**src/pkg/serial_clock_defs.vh**
```
/*
  Constants for the serial unit clock and channel 0 mode block: register
  offsets, field positions, reset values and divider widths.
  Assumes it is included by bare name from the design files under verilog/.
*/
//
// Behaviour
// Peripheral enable bit 2 gates the serial unit's input clock on or off.
// Prescaler holds two 4-bit fields, each dividing system clock by 2^field.
// Bits 3:0 set first prescaled clock, bits 7:4 second; bits 15:8 read zero.
// Mode bit 15 picks first (0) or second (1) prescaled clock as operation clock.
// Mode bit 14: 0 divides operation clock, 1 takes external serial clock pin.
// Mode bits 2:1 select clocked serial, UART, simplified I2C; 11 prohibited.
// Mode bit 0 picks transfer-end (0) or buffer-empty (1) as interrupt source.
// Divider bits 15:9 value N give transfer clock = operation clock / 2(N+1).
// Software enables the unit clock before writing prescaler and mode.
`ifndef SERIAL_CLOCK_DEFS_VH
`define SERIAL_CLOCK_DEFS_VH

// Register word indices, compared with haddr[4:2]
`define OFS_PERIPH_ENABLE   3'h0
`define OFS_PRESCALER       3'h1
`define OFS_CHANNEL_MODE    3'h2
`define OFS_DATA_DIVIDER    3'h3
`define OFS_IRQ_STATUS      3'h4
`define OFS_IRQ_MASK        3'h5
`define OFS_CHANNEL_STATUS  3'h6

// Peripheral enable register
`define PER_UNIT_EN_BIT     2
`define PER_WRITABLE_MASK   8'hb5
`define PER_RESET           8'h00

// Prescaler register fields
`define PRS_FIELD0_LSB      0
`define PRS_FIELD1_LSB      4
`define PRS_RESET           8'h00
`define PRS_CNT_W           15

// Channel mode register fields
`define MODE_CKS_BIT        15
`define MODE_CCS_BIT        14
`define MODE_FIXED_ONE_BIT  5
`define MODE_MD_HI_BIT      2
`define MODE_MD_LO_BIT      1
`define MODE_INTSRC_BIT     0
`define MODE_RESET_MD       2'h1
`define MODE_PROHIBITED     2'h3

// Channel modes
`define MODE_CSI            2'h0
`define MODE_UART           2'h1
`define MODE_I2C            2'h2

// Data divider field
`define DIV_LSB             9
`define DIV_W               7
`define DIV_RESET           7'h00

// Interrupt status and mask bits
`define IRQ_CHANNEL_BIT     0
`define IRQ_BAD_MODE_BIT    1
`define IRQ_W               2

// AHB transfer types
`define HTRANS_NONSEQ       2'h2
`define HTRANS_SEQ          2'h3

`endif

```
**src/verilog/prescale_divider.v**
```verilog
/*
  Prescaler: one free counter on the system clock gives two strobes, each
  one cycle wide, at system clock divided by two to the power of its field.
  Assumes run is the gated unit clock enable and ce the global freeze.
*/
`timescale 1ns/1ps
`default_nettype none
`include "serial_clock_defs.vh"

module prescale_divider (
  // Clock and reset
  input  wire       sys_clk,
  input  wire       rst,
  input  wire       ce,
  // Control
  input  wire       run,
  input  wire [7:0] prs_fields,
  // Divided clock strobes
  output wire [1:0] prs_tick
);

  reg [`PRS_CNT_W-1:0] cnt_q;
  reg [1:0]            tick_q;

  // Low bits of the counter that must all be set for a divide by 2^k
  function [`PRS_CNT_W-1:0] low_mask;
    input [3:0] k;
    begin
      low_mask = ~({`PRS_CNT_W{1'b1}} << k);
    end
  endfunction

  // Counter clears to zero while the unit clock is off so strobes restart phase-aligned
  always @(posedge sys_clk or posedge rst) begin
    if (rst) begin
      cnt_q <= {`PRS_CNT_W{1'b0}};
    end else if (ce) begin
      if (run) begin
        cnt_q <= cnt_q + 1'b1;
      end else begin
        cnt_q <= {`PRS_CNT_W{1'b0}};
      end
    end
  end

  // One strobe per prescaler field; field 0 gives a strobe every cycle
  genvar g;
  generate
    for (g = 0; g < 2; g = g + 1) begin : gen_tick
      wire [`PRS_CNT_W-1:0] m = low_mask(prs_fields[4*g+3:4*g]);
      always @(posedge sys_clk or posedge rst) begin
        if (rst) begin
          tick_q[g] <= 1'b0;
        end else if (ce) begin
          tick_q[g] <= run & ((cnt_q & m) == m);
        end
      end
    end
  endgenerate

  assign prs_tick = tick_q;

endmodule
`default_nettype wire

```
**src/verilog/transfer_clock_gen.v**
```verilog
/*
  Channel transfer clock: either the operation clock divided by 2(N+1), or
  the external serial clock pin. Gives the level and a rising-edge strobe.
  Assumes sck_in is already synchronous to sys_clk.
*/
`timescale 1ns/1ps
`default_nettype none
`include "serial_clock_defs.vh"

module transfer_clock_gen (
  // Clock and reset
  input  wire              sys_clk,
  input  wire              rst,
  input  wire              ce,
  // Control
  input  wire              run,
  input  wire              op_tick,
  input  wire              ext_sel,
  input  wire [`DIV_W-1:0] div_n,
  input  wire              sck_in,
  // Transfer clock
  output wire              channel_transfer_clock_level,
  output wire              channel_transfer_clock_rise
);

  reg [`DIV_W-1:0] cnt_q;
  reg              lvl_q;
  reg              rise_q;
  reg              sck_prev_q;

  // Half period is N+1 operation ticks, full period 2(N+1)
  always @(posedge sys_clk or posedge rst) begin
    if (rst) begin
      cnt_q      <= {`DIV_W{1'b0}};
      lvl_q      <= 1'b0;
      rise_q     <= 1'b0;
      sck_prev_q <= 1'b0;
    end else if (ce) begin
      sck_prev_q <= sck_in;
      rise_q     <= 1'b0;
      if (!run) begin
        cnt_q <= {`DIV_W{1'b0}};
        lvl_q <= 1'b0;
      end else if (ext_sel) begin
        cnt_q  <= {`DIV_W{1'b0}};
        lvl_q  <= sck_in;
        rise_q <= sck_in & ~sck_prev_q;
      end else if (op_tick) begin
        if (cnt_q == div_n) begin
          cnt_q  <= {`DIV_W{1'b0}};
          lvl_q  <= ~lvl_q;
          rise_q <= ~lvl_q;
        end else begin
          cnt_q <= cnt_q + 1'b1;
        end
      end
    end
  end

  assign channel_transfer_clock_level = lvl_q;
  assign channel_transfer_clock_rise  = rise_q;

endmodule
`default_nettype wire

```
**src/verilog/serial_clock_setup.v**
```verilog
/*
  Serial unit clock and channel 0 mode setup: AHB-Lite register file, unit
  clock gate, prescaler, operation clock select, transfer clock source and
  channel mode, plus a sticky interrupt status with mask.
  Assumes a single AHB-Lite master, word transfers, and channel event
  pulses from the channel datapath synchronous to sys_clk.
*/
`timescale 1ns/1ps
`default_nettype none
`include "serial_clock_defs.vh"

module serial_clock_setup (
  // Clock, reset, freeze
  input  wire        sys_clk,
  input  wire        rst,
  input  wire        ce,
  // AHB-Lite slave
  input  wire        hsel,
  input  wire [31:0] haddr,
  input  wire [1:0]  htrans,
  input  wire        hwrite,
  input  wire [2:0]  hsize,
  input  wire [31:0] hwdata,
  input  wire        hready,
  output wire        hreadyout,
  output wire        hresp,
  output wire [31:0] hrdata,
  // Serial clock pin and channel events
  input  wire        sck_in,
  input  wire        transfer_end_evt,
  input  wire        buffer_empty_evt,
  // Clocking towards the channel
  output wire        serial_unit_clock_enable,
  output wire        first_prescaled_clock,
  output wire        second_prescaled_clock,
  output wire        operation_clock_tick,
  output wire        channel_transfer_clock,
  output wire        transfer_clock_tick,
  // Channel mode towards the channel
  output wire [1:0]  channel_mode,
  output wire        channel_event,
  // Interrupt
  output wire        irq
);

  // Registers
  reg  [7:0]        per_q;
  reg  [7:0]        prs_q;
  reg               cks_q;
  reg               ccs_q;
  reg  [1:0]        md_q;
  reg               intsrc_q;
  reg  [`DIV_W-1:0] div_q;
  reg  [`IRQ_W-1:0] status_q;
  reg  [`IRQ_W-1:0] status_d;
  reg  [`IRQ_W-1:0] mask_q;
  reg               chan_evt_q;
  reg  [31:0]       hrdata_q;
  reg  [31:0]       rd_d;

  // Data phase bookkeeping
  reg               wr_pend_q;
  reg  [2:0]        wr_idx_q;

  wire              unit_en;
  wire [1:0]        prs_tick;
  wire              op_tick;
  wire              channel_transfer_clock_level;
  wire              channel_transfer_clock_rise;
  wire              addr_phase;
  wire              wr_now;
  wire              cfg_wr_ok;
  wire [15:0]       mode_word;
  wire [1:0]        new_md;
  wire              chan_evt_src;
  wire [`IRQ_W-1:0] status_set;
  wire [`IRQ_W-1:0] status_clr;

  // Per-register write strikes, all taken in the data phase
  wire              hit_per;
  wire              hit_prs;
  wire              hit_mode;
  wire              hit_div;
  wire              hit_stat;
  wire              hit_mask;

  // Write decode shared by every register; the index was captured in the
  // address phase, so a later address on the bus cannot redirect the write
  function wr_hit;
    input       pend;
    input [2:0] idx;
    input [2:0] want;
    begin
      wr_hit = pend & (idx == want);
    end
  endfunction

  // Unit clock gate
  assign unit_en = per_q[`PER_UNIT_EN_BIT];

  // Operation clock picks one of the two prescaled strobes
  assign op_tick = cks_q ? prs_tick[1] : prs_tick[0];

  prescale_divider u_prescale (
    .sys_clk    (sys_clk),
    .rst        (rst),
    .ce         (ce),
    .run        (unit_en),
    .prs_fields (prs_q),
    .prs_tick   (prs_tick)
  );

  transfer_clock_gen u_channel_transfer_clock (
    .sys_clk    (sys_clk),
    .rst        (rst),
    .ce         (ce),
    .run        (unit_en),
    .op_tick    (op_tick),
    .ext_sel    (ccs_q),
    .div_n      (div_q),
    .sck_in     (sck_in),
    .channel_transfer_clock_level (channel_transfer_clock_level),
    .channel_transfer_clock_rise  (channel_transfer_clock_rise)
  );

  // Bus handshake: zero wait states, always OKAY
  assign hreadyout  = 1'b1;
  assign hresp      = 1'b0;
  assign hrdata     = hrdata_q;
  assign addr_phase = hsel & hready & (htrans == `HTRANS_NONSEQ || htrans == `HTRANS_SEQ);
  assign wr_now     = wr_pend_q & hready;

  // A stopped unit clock cannot take configuration; such writes are dropped
  assign cfg_wr_ok  = unit_en;

  // One strike per register; configuration strikes also need the unit clock.
  // The enable and interrupt registers stay writable so software can always
  // wake the unit and service its interrupt.
  assign hit_per  = wr_hit(wr_now, wr_idx_q, `OFS_PERIPH_ENABLE);
  assign hit_prs  = wr_hit(wr_now & cfg_wr_ok, wr_idx_q, `OFS_PRESCALER);
  assign hit_mode = wr_hit(wr_now & cfg_wr_ok, wr_idx_q, `OFS_CHANNEL_MODE);
  assign hit_div  = wr_hit(wr_now & cfg_wr_ok, wr_idx_q, `OFS_DATA_DIVIDER);
  assign hit_stat = wr_hit(wr_now, wr_idx_q, `OFS_IRQ_STATUS);
  assign hit_mask = wr_hit(wr_now, wr_idx_q, `OFS_IRQ_MASK);

  // Write address and direction are held for the data phase
  always @(posedge sys_clk or posedge rst) begin
    if (rst) begin
      wr_pend_q <= 1'b0;
      wr_idx_q  <= 3'h0;
    end else if (ce) begin
      if (hready) begin
        wr_pend_q <= addr_phase & hwrite;
        wr_idx_q  <= haddr[4:2];
      end
    end
  end

  // Peripheral enable register; unimplemented bits stay zero
  always @(posedge sys_clk or posedge rst) begin
    if (rst) begin
      per_q <= `PER_RESET;
    end else if (ce) begin
      if (hit_per) begin
        per_q <= hwdata[7:0] & `PER_WRITABLE_MASK;
      end
    end
  end

  // Prescaler fields, upper byte not stored so it reads zero
  always @(posedge sys_clk or posedge rst) begin
    if (rst) begin
      prs_q <= `PRS_RESET;
    end else if (ce) begin
      if (hit_prs) begin
        prs_q <= hwdata[7:0];
      end
    end
  end

  // Channel mode; a prohibited mode code keeps the old mode and flags it
  assign new_md = {hwdata[`MODE_MD_HI_BIT], hwdata[`MODE_MD_LO_BIT]};

  always @(posedge sys_clk or posedge rst) begin
    if (rst) begin
      cks_q    <= 1'b0;
      ccs_q    <= 1'b0;
      md_q     <= `MODE_RESET_MD;
      intsrc_q <= 1'b0;
    end else if (ce) begin
      if (hit_mode) begin
        cks_q    <= hwdata[`MODE_CKS_BIT];
        ccs_q    <= hwdata[`MODE_CCS_BIT];
        intsrc_q <= hwdata[`MODE_INTSRC_BIT];
        if (new_md != `MODE_PROHIBITED) begin
          md_q <= new_md;
        end
      end
    end
  end

  // Transfer clock divider value
  always @(posedge sys_clk or posedge rst) begin
    if (rst) begin
      div_q <= `DIV_RESET;
    end else if (ce) begin
      if (hit_div) begin
        div_q <= hwdata[`DIV_LSB+`DIV_W-1:`DIV_LSB];
      end
    end
  end

  // Channel interrupt source follows the selected event
  assign chan_evt_src = unit_en & (intsrc_q ? buffer_empty_evt : transfer_end_evt);

  always @(posedge sys_clk or posedge rst) begin
    if (rst) begin
      chan_evt_q <= 1'b0;
    end else if (ce) begin
      chan_evt_q <= chan_evt_src;
    end
  end

  // Sticky status: a new event wins over a write-one clear in the same cycle
  assign status_set[`IRQ_CHANNEL_BIT]  = chan_evt_src;
  assign status_set[`IRQ_BAD_MODE_BIT] = hit_mode & (new_md == `MODE_PROHIBITED);
  // Clear only the bits written as one; zeros leave pending events alone
  assign status_clr = hit_stat ? hwdata[`IRQ_W-1:0] : {`IRQ_W{1'b0}};

  always @* begin
    status_d = (status_q & ~status_clr) | status_set;
  end

  always @(posedge sys_clk or posedge rst) begin
    if (rst) begin
      status_q <= {`IRQ_W{1'b0}};
      mask_q   <= {`IRQ_W{1'b0}};
    end else if (ce) begin
      status_q <= status_d;
      if (hit_mask) begin
        mask_q <= hwdata[`IRQ_W-1:0];
      end
    end
  end

  // Mode register image, bit 5 reads as a fixed one
  assign mode_word = {cks_q, ccs_q, 8'h00, 1'b1, 2'h0,
                      md_q[1], md_q[0], intsrc_q};

  // Read mux, sampled in the address phase and held through the data phase
  always @* begin
    rd_d = 32'h0000_0000;
    case (haddr[4:2])
      `OFS_PERIPH_ENABLE:  rd_d = {24'h00_0000, per_q};
      `OFS_PRESCALER:      rd_d = {24'h00_0000, prs_q};
      `OFS_CHANNEL_MODE:   rd_d = {16'h0000, mode_word};
      `OFS_DATA_DIVIDER:   rd_d = {16'h0000, div_q, 9'h000};
      `OFS_IRQ_STATUS:     rd_d = {30'h0000_0000, status_q};
      `OFS_IRQ_MASK:       rd_d = {30'h0000_0000, mask_q};
      `OFS_CHANNEL_STATUS: rd_d = {28'h000_0000, unit_en, channel_transfer_clock_level, md_q};
      default:             rd_d = 32'h0000_0000;
    endcase
  end

  // Unmapped addresses leave zero on the read bus; writes leave it unchanged
  always @(posedge sys_clk or posedge rst) begin
    if (rst) begin
      hrdata_q <= 32'h0000_0000;
    end else if (ce) begin
      if (addr_phase && !hwrite) begin
        hrdata_q <= (haddr[31:5] == 27'h000_0000) ? rd_d : 32'h0000_0000;
      end
    end
  end

  // Outputs towards the channel
  assign serial_unit_clock_enable = unit_en;
  assign first_prescaled_clock    = prs_tick[0];
  assign second_prescaled_clock   = prs_tick[1];
  assign operation_clock_tick     = op_tick;
  assign channel_transfer_clock   = channel_transfer_clock_level;
  assign transfer_clock_tick      = channel_transfer_clock_rise;
  assign channel_mode             = md_q;
  assign channel_event            = chan_evt_q;
  assign irq                      = |(status_q & mask_q);

endmodule
`default_nettype wire

```
**config.mk**
```make
export PLATFORM = sky130hd
export DESIGN_NAME = serial_clock_setup
export DESIGN_NICKNAME = d
export VERILOG_FILES = /design/src/verilog/prescale_divider.v /design/src/verilog/transfer_clock_gen.v /design/src/verilog/serial_clock_setup.v
export VERILOG_INCLUDE_DIRS = /design/src /design/src/pkg
export SDC_FILE = /design/constraint.sdc
export NUM_CORES = 1
export LEC_CHECK = 0
export BUFFER_PORTS_ARGS = -buffer_cell sky130_fd_sc_hd__buf_2
export CAP_MARGIN = 20
export CORE_MARGIN = 2
export CORE_UTILIZATION = 55
export DETAILED_ROUTE_END_ITERATION = 8
export GPL_TIMING_DRIVEN = 0
export PLACE_DENSITY = 0.84
export SLEW_MARGIN = 15
export SYNTH_ARGS = -nofsm -noshare
export SYNTH_HDL_FRONTEND = slang
export SYNTH_SLANG_ARGS = --single-unit
```
**constraint.sdc**
```tcl
create_clock -name sys_clk -period 6.6 [get_ports sys_clk]
set_clock_uncertainty 0.1 [all_clocks]
set_input_delay 1.32 -clock sys_clk [delete_from_list [all_inputs] [get_ports sys_clk]]
set_output_delay 1.32 -clock sys_clk [all_outputs]
set_load 0.005 [all_outputs]
```
Word-level counts from Yosys, hierarchy flattened
Cells that the tools add are included.
Cells by class
  add/sub/neg operators: 2
  equal/unequal tests: 20
  shifts and indexed selects: 2
  mux-type cells: 18
  bitwise gates (word level): 26
  reduce and logical (&&, ||, !) cells: 17
Operator list (count)
  16-bit case mux with 7 select lines: 1
  32-bit 2-to-1 mux: 1
  15-bit AND: 2
  15-bit equality test: 2
  15-bit NOT: 2
  15-bit by 4-bit left shift with 15-bit output (first input constant): 2
  7-bit 2-to-1 mux: 4
  27-bit zero test: 1
  1-bit AND: 16
  2-bit AND reduction: 8
  15-bit by 1-bit adder with 15-bit output (second input constant): 1
  3-bit equality test (second input constant): 5
  15-bit 2-to-1 mux: 1
  3-bit by 2-bit equality test with 1-bit output (second input constant): 4
  1-bit 2-to-1 mux: 10
  7-bit by 1-bit adder with 7-bit output (second input constant): 1
  7-bit equality test: 1
  2-bit equality test (second input constant): 3
  3-bit by 1-bit equality test with 1-bit output (second input constant): 2
  3-bit zero test: 2
  3-bit AND reduction: 2
  2-bit AND: 2
  3-bit by 1-bit inequality test with 1-bit output (second input constant): 1
  3-bit by 2-bit inequality test with 1-bit output (second input constant): 1
  9 further kinds: 10
Storage, ports and cells
  bits in registers: 93
  input port bits: 78
  word-level logic and storage cells: 105

Depth between registers and ports, before layout
Gate-level depths: netlist (run 1).
  depth in word-level cells: 6
  gate-level depth with buffers: 8

Cells and area by module
A second synthesis (run 1) with hierarchy kept.
Unflattened totals
  cells, all modules: 418
  area total of the unflattened synthesis: 4187.8 sq um
By module, submodules not included
  serial_clock_setup: times used 1, cells each 207, area each 2437.3 sq um, seq. area each 1227.4 sq um
  prescale_divider: times used 1, cells each 144, area each 1114.8 sq um, seq. area each 425.4 sq um
  transfer_clock_gen: times used 1, cells each 67, area each 635.6 sq um, seq. area each 250.2 sq um

Least setup slack after synthesis (run 1)
Ideal clock, no wire load.
  path type: input port to flip-flop
  start point: in ce
  end point: reg hrdata_q[5] (netlist: hrdata[5])
  library setup time: 137 ps
  data arrival time: 2440 ps
  required time: 6363 ps
  slack: 3923 ps
  cell stages on the path: 8
  cell sequence: buf_6 -> nand2_1 -> buf_2 -> or3_1 -> clkbuf_1 -> buf_2 -> nand2_1 -> o41ai_2
Between the ends
  longest elaborated chain between the ends: 1
RTL lines
  start, declared: line serial_clock_setup.v:16  | input wire ce,
  2-bit AND reduction (no line)
  end signal, assigned: line serial_clock_setup.v:271  | hrdata_q <= (haddr[31:5] == 27'h000_0000) ? rd_d : 32'h0000_0000;
  end, declared: line serial_clock_setup.v:58  | reg [31:0] hrdata_q;
No other way between the ends.
A chain may end at the register's enable or synchronous reset.

Final worst setup path (run 1)
  start point: reg cks_q
  end point: out operation_clock_tick
Between the ends
  longest elaborated chain between the ends: 1
RTL lines
  start, declared: line serial_clock_setup.v:49  | reg cks_q;
  start signal, assigned: line serial_clock_setup.v:192  | cks_q <= hwdata[`MODE_CKS_BIT];
  1-bit 2-to-1 mux: line serial_clock_setup.v:102  | assign op_tick = cks_q ? prs_tick[1] : prs_tick[0];
  end, declared: line serial_clock_setup.v:36  | output wire operation_clock_tick,
No other way between the ends.

==> results of run 1 <==
-- worst min-delay path, cell delays in order (launching register included) --
cell	delay (ns)
dfrtp_1	0.34
nand2_1	0.05
o31ai_1	0.05
-- logic make-up after synthesis --
group | Yosys count | synth area share (%)
AND/OR/NAND/NOR | 147 | 18.2
flip-flops | 76 | 46.2
adder cells (fa/ha/maj) | 2 | 0.607
XOR/XNOR | 14 | 2.98
other | 2 | 0.182
AO/OA/AOI/OAI | 86 | 13.3
buffers and inverters | 55 | 7.44
multiplexers | 40 | 11.1
-- metal layers --
layer / GRT usage [%] / part of all wire [%]
met5: 0 / 0
met4: 8.46 / 1.8
met3: 5.43 / 8.4
met2: 43.0 / 49
met1: 34.3 / 41
-- sequential cells by signal, summed over array words and instances, names as in the netlist, 2 cells and up --
name	cells
u_prescale.prs_tick	2
div_q	7
prs_q	8
u_channel_transfer_clock.cnt_q	7
u_prescale.cnt_q	15
per_q	5
channel_mode	2
status_q	2
wr_idx_q	3
hrdata	15
mask_q	2
-- final cells by class --
type	count	area [sq um]	area share [%]
Multi-Input combinational cell	308	1970	39.7
Clock buffer	12	145	2.92
Timing Repair Buffer	78	413	8.32
Inverter	16	62.6	1.26
Buffer	39	246	4.96
Tap cell	99	124	2.49
Clock inverter	4	97.6	1.97
Sequential cell	76	1900	38.3
-- report_power, final --
group	switching (uW)	internal, uW
Sequential	21.5	489
Clock	172	262
Combinational	69.3	65.5
Total	263	817
-- per-stage QoR --
| step | area, sq um | total power, uW | cells | hold WS, ns |
|---|---|---|---|---|
| after floorplan | 4180 | 598 | 439 | 0.371 |
| after global placement | 4690 | 644 | 615 | 0.363 |
| after detailed placement | 4720 | 652 | 616 | 0.365 |
| after CTS | 4960 | 1080 | 632 | 0.381 |
| after global routing | 4960 | 1120 | 632 | 0.415 |
| final | 4960 | 1080 | 632 | 0.376 |
-- layout by cell type (no fill, tap or decap), types with 2 or more instances in the layout --
cell type  Yosys  layout
buf_2          5      82
dfrtp_1       75      75
nand2_1       44      44
mux2_2        34      34
o21ai_0       28      28
nor2_1        24      24
buf_4         20      20
conb_1         2      19
nand3_1       18      18
a21oi_1       18      18
inv_1         16      15
clkbuf_1      11      13
nor3_1        12      12
clkbuf_8       0      10
nand4_1        9       9
nor2b_1        9       9
o22ai_1        9       9
xnor2_1        7       7
xor2_1         7       7
nor4_1         6       6
a31oi_1        6       6
mux2i_1        5       5
o2bb2ai_1      5       5
a22o_1         5       5
nand4b_1       4       4
or3_1          4       4
nand2b_1       4       4
bufinv_16      0       3
buf_6          2       2
o31ai_1        2       2
o2111ai_1      2       2
o221ai_1       2       2
a2bb2oi_1      2       2
ha_1           2       2
-- final timing paths --
check                                                  startpoint  slack [ns]  depth (start not counted)                   end
worst max-delay path                                        cks_q        3.93                          2  operation_clock_tick
worst min-delay path                                    hrdata[3]        0.38                          2             hrdata[3]
worst max register to register  u_channel_transfer_clock.cnt_q[3]        4.60                          5              register
worst min register to register                          hrdata[3]        0.38                          2             hrdata[3]
max in group asynchronous                                     rst        5.03                          3       channel_mode[0]
min in group asynchronous                                     rst        0.77                          2  u_prescale.cnt_q[11]
==> results.json, run 1 <==
{
  "status": "finished clean",
  "cp.buffers_inverters": 1,
  "antenna_found_initial": 0,
  "final_nets": 608,
  "required_ns": 5.18,
  "cts_setup_buffers": 0,
  "rsz0062_at_grt": "no",
  "setup.worst_path.class": "register to output pin",
  "clk_latency_ns": 0.35,
  "setup_viol": 0,
  "die_w_um": 90.5,
  "synth_top_area_cell": "dfrtp_1",
  "ys_seq_elements": 76,
  "end_kind": "output pin",
  "cp_max_fo": 3,
  "numCtsBuffers": 9,
  "clock-sinks": 76,
  "finalCoreUtilization_pct": 68.4,
  "max_slew_margin_pct": 58.1,
  "avgSynthCellArea_sq_um": 9.76,
  "fp.dieH_um": 90.5,
  "clock.fmax_mhz": 375,
  "ant_nets": 0,
  "critPathTopFamily": "flip-flops",
  "crit_path_cell_trace": "mux2_2, buf_2",
  "hold_buffers": 0,
  "fin_crit_ns": 2.67,
  "cts_tree": "done",
  "critPathMaxStageDelay_ns": 0.39,
  "drt_wl_total_um": 10200,
  "cts_repair_resize_count": 0,
  "synthArstFlopShare_pct": 100,
  "worstPathArrival_ns": 1.25,
  "synth_cells": 422,
  "cpMaxStageDelayCell": "dfrtp_1",
  "drt_iter0_drc": 256,
  "n_antenna_cell": 0,
  "synth_cell_types": 55,
  "grt_util_all_layers_pct": 26.0,
  "synthFlopType": "dfrtp_1",
  "area_growth_pct": 20.5,
  "tns_ns": 0,
  "maxSlewViolCount": 0,
  "synth_most_common_cell": "dfrtp_1",
  "synth-edff-count": 0,
  "ys_top_cells_by_area": "dfrtp_1, mux2_2, nand2_1",
  "io_pins": 122,
  "synth_top_area_share_pct": 45.6,
  "synth_common_cells": "dfrtp_1, nand2_1, mux2_2",
  "grt_start_max_net_pins": 65,
  "clkTransAtPathRegs_ns": 0.08,
  "grt-ovfl-total": 0,
  "grt_pass1_vias": 3586,
  "initial_core_util_pct": 56.8,
  "cap_violations": 0,
  "yosys_warnings": 0,
  "gp_congestion": 0.877,
  "synth_seq_area_share_pct": 46.2,
  "dp_hpwl_um": 7580,
  "period_share_pct": 40.4,
  "fin_ws_ns": 3.93,
  "post_route_cells_drive_above_1_share_pct": 31.1,
  "hold_violations": 0,
  "leakage_uw": 0.00235,
  "clk_path_buf_depth": 2,
  "firstDrtPassIters": 5,
  "wl_per_cell_um": 16.1,
  "synth_area_sq_um": 4120,
  "vias_per_cell": 5.75,
  "startpoint_type": "register",
  "worst_slew_pin_slew_ns": 0.626,
  "coreArea_sq_um": 7250,
  "ir_worst_vdd_v": 0.000153,
  "htreeDepth": 3,
  "fp-row-count": 31,
  "route.detailed.drc": 0,
  "fillers": 552,
  "die-area_sq_um": 8200,
  "port_buffers": 77,
  "min_path_type": "register to register",
  "root_buffer": "clkbuf_8",
  "grt_pass1_wl_um": 17200,
  "place_ws_ns": 3.66,
  "route.vias.total": 3637,
  "power.density_nw_per_um2": 217
}
(Power assumes the default switching activity.)
==> run 2, diff against run 1 <==
CORE_UTILIZATION = 52   (was 55)
PLACE_DENSITY = 0.8   (was 0.84)
clock period = 2.57 ns   (was 6.6 ns; I/O delays follow)
==> run 2 against run 1 <==
Clock-buffer cell count down 1. Setup slack worse by 3.3 ns. Final cell count up 0.32%. Core utilization down 4.6 points. Sequential share of layout area up 0.43 points. Combinational power rose to 2.6 times the previous value. Global-route usage down 2.3 points. Critical path type is now register to register. Highest routed layer unchanged.
==> results.json, run 2 (synthesized netlist as in run 1, its figures left out) <==
{
  "die-area_sq_um": 8650,
  "drt_wl_total_um": 9910,
  "maxSlewViolCount": 0,
  "fp-row-count": 32,
  "r2r_cells": 7,
  "cap_violations": 0,
  "cts_repair_resize_count": 0,
  "cp_max_fo": 7,
  "swShare_pct": 26.1,
  "io_pins": 122,
  "route.vias.total": 3618,
  "drt_iter0_drc": 251,
  "area_growth_pct": 19.2,
  "status": "finished clean",
  "required_ns": 2.69,
  "tns_ns": 0,
  "clk_path_buf_depth": 2,
  "root_buffer": "clkbuf_8",
  "grt_util_all_layers_pct": 23.7,
  "end_kind": "register",
  "cp.buffers_inverters": 1,
  "placed_area_sq_um": 4720,
  "p_total_uw": 2560,
  "setup_viol": 0,
  "worstPathArrival_ns": 2.10,
  "grt_pass1_wl_um": 16100,
  "p_switching_uw": 667,
  "coreArea_sq_um": 7690,
  "firstDrtPassIters": 5,
  "hold_buffers": 0,
  "final_nets": 608,
  "layout_commonest_cell": "buf_2",
  "ir_worst_vdd_v": 0.000416,
  "cts_tree": "done",
  "fin_crit_ns": 1.98,
  "grt_start_max_net_pins": 42,
  "period_share_pct": 77.2,
  "rr_endpoint": "u_prescale.cnt_q[14]",
  "power.density_nw_per_um2": 521,
  "gp_congestion": 0.848,
  "setup.worst_path.class": "register to register",
  "grt_pass1_vias": 3402,
  "clkTransAtPathRegs_ns": 0.08,
  "fp.dieH_um": 93,
  "cts_setup_buffers": 0,
  "vias_per_cell": 5.71,
  "critPathMaxStageDelay_ns": 0.47,
  "clock-sinks": 76,
  "clock.fmax_mhz": 504,
  "initial_core_util_pct": 53.6,
  "final_area_sq_um": 4910,
  "startpoint_type": "register",
  "fillers": 646,
  "min_path_type": "input pin to asynchronous set/reset pin",
  "max_slew_margin_pct": 56.4,
  "crit_path_cell_trace": "ha_1, nand4_1, or2_0, clkbuf_1, nor3_1, xnor2_1, nor2_1",
  "htreeDepth": 3,
  "critPathTopFamily": "simple AND/OR/NAND/NOR gates",
  "port_buffers": 77,
  "r2r_start": "u_prescale.cnt_q[0]",
  "p_seq_share_pct": 51.2,
  "comb_power_share_pct": 13.5,
  "hold_violations": 0,
  "grt-ovfl-total": 0,
  "antenna_found_initial": 0,
  "cpMaxStageDelayCell": "dfrtp_1",
  "p_int_uw": 1890,
  "layout_common_cells": "buf_2, dfrtp_1, nand2_1",
  "numCtsBuffers": 9,
  "wl_per_cell_um": 15.6,
  "post_route_cells_drive_above_1_share_pct": 31.2,
  "dp_hpwl_um": 7500,
  "worst_slew_pin_slew_ns": 0.655,
  "die_w_um": 93,
  "ant_nets": 0,
  "n_antenna_cell": 0,
  "reg2reg_setup_slack_ns": 0.59,
  "leakage_uw": 0.00232,
  "route.detailed.drc": 0,
  "clk_latency_ns": 0.35,
  "rsz0062_at_grt": "no",
  "power_frac_clock_pct": 35.3
}
[run 2: changes by cell type in the layout (fill, tap and decap cells not counted)]
cell | before | now
buf_16 | 1 | 0
clkbuf_1 | 13 | 12
clkinvlp_4 | 1 | 2
buf_12 | 0 | 1
clkinv_2 | 0 | 1
bufinv_16 | 3 | 1
[run 2: final cells by class]
| class | count | area, sq um | area share [%] |
|---|---|---|---|
| Sequential cell | 76 | 1900 | 38.8 |
| Inverter | 16 | 62.6 | 1.27 |
| Clock buffer | 11 | 141 | 2.88 |
| Tap cell | 102 | 128 | 2.60 |
| Buffer | 39 | 246 | 5.02 |
| Clock inverter | 4 | 50.0 | 1.02 |
| Timing Repair Buffer | 78 | 405 | 8.26 |
| Multi-Input combinational cell | 308 | 1970 | 40.2 |
[run 2: through the flow]
stage,utilization (%),hold WS [ns],cells,worst slack [ns]
6_report,63.9,0.0824,634,0.585
3_3_place_gp,61.1,0.362,618,-0.855
4_1_cts,63.9,0.0873,634,0.617
2_1_floorplan,-,0.371,439,0.0193
3_5_place_dp,61.4,0.368,619,0.411
5_1_grt,63.9,0.121,634,0.468
[run 2: worst reg2reg max path: stages (launching register included)]
cell and delay, ns:
dfrtp_1 0.47, ha_1 0.27, nand4_1 0.19, or2_0 0.25
clkbuf_1 0.16, nor3_1 0.23, xnor2_1 0.15, nor2_1 0.06
[run 2: how the worst max path moves through the flow]
stage                                      startpoint                    to  slack, ns  cells after the start
floorplan                                         rst                 ccs_q       0.02                      1
global placement                                  rst   u_prescale.cnt_q[8]      -0.86                      2
detailed placement                                 ce             hrdata[5]       0.41                      8
CTS                 u_channel_transfer_clock.cnt_q[3]              register       0.62                      5
global route        u_channel_transfer_clock.cnt_q[3]              register       0.47                      5
finish                            u_prescale.cnt_q[0]  u_prescale.cnt_q[14]       0.59                      7
[run 2: power groups by stage]
stage          combinational (uW)  sequential, uW  clock (uW)
6_report                      345            1310         903
5_1_grt                       377            1320         973
4_1_cts                       344            1310         920
3_5_place_dp                  341            1330           0
3_3_place_gp                  328            1330           0
2_1_floorplan                 219            1320           0
[run 2: per-layer routing]
layer  up-vias  routed length, um  track usage (%)
li1       1688                  -                -
met4         0                208             8.21
met5         -                  0                0
met1      1745               4170             31.7
met3        22                696             5.16
met2       163               4840             38.5
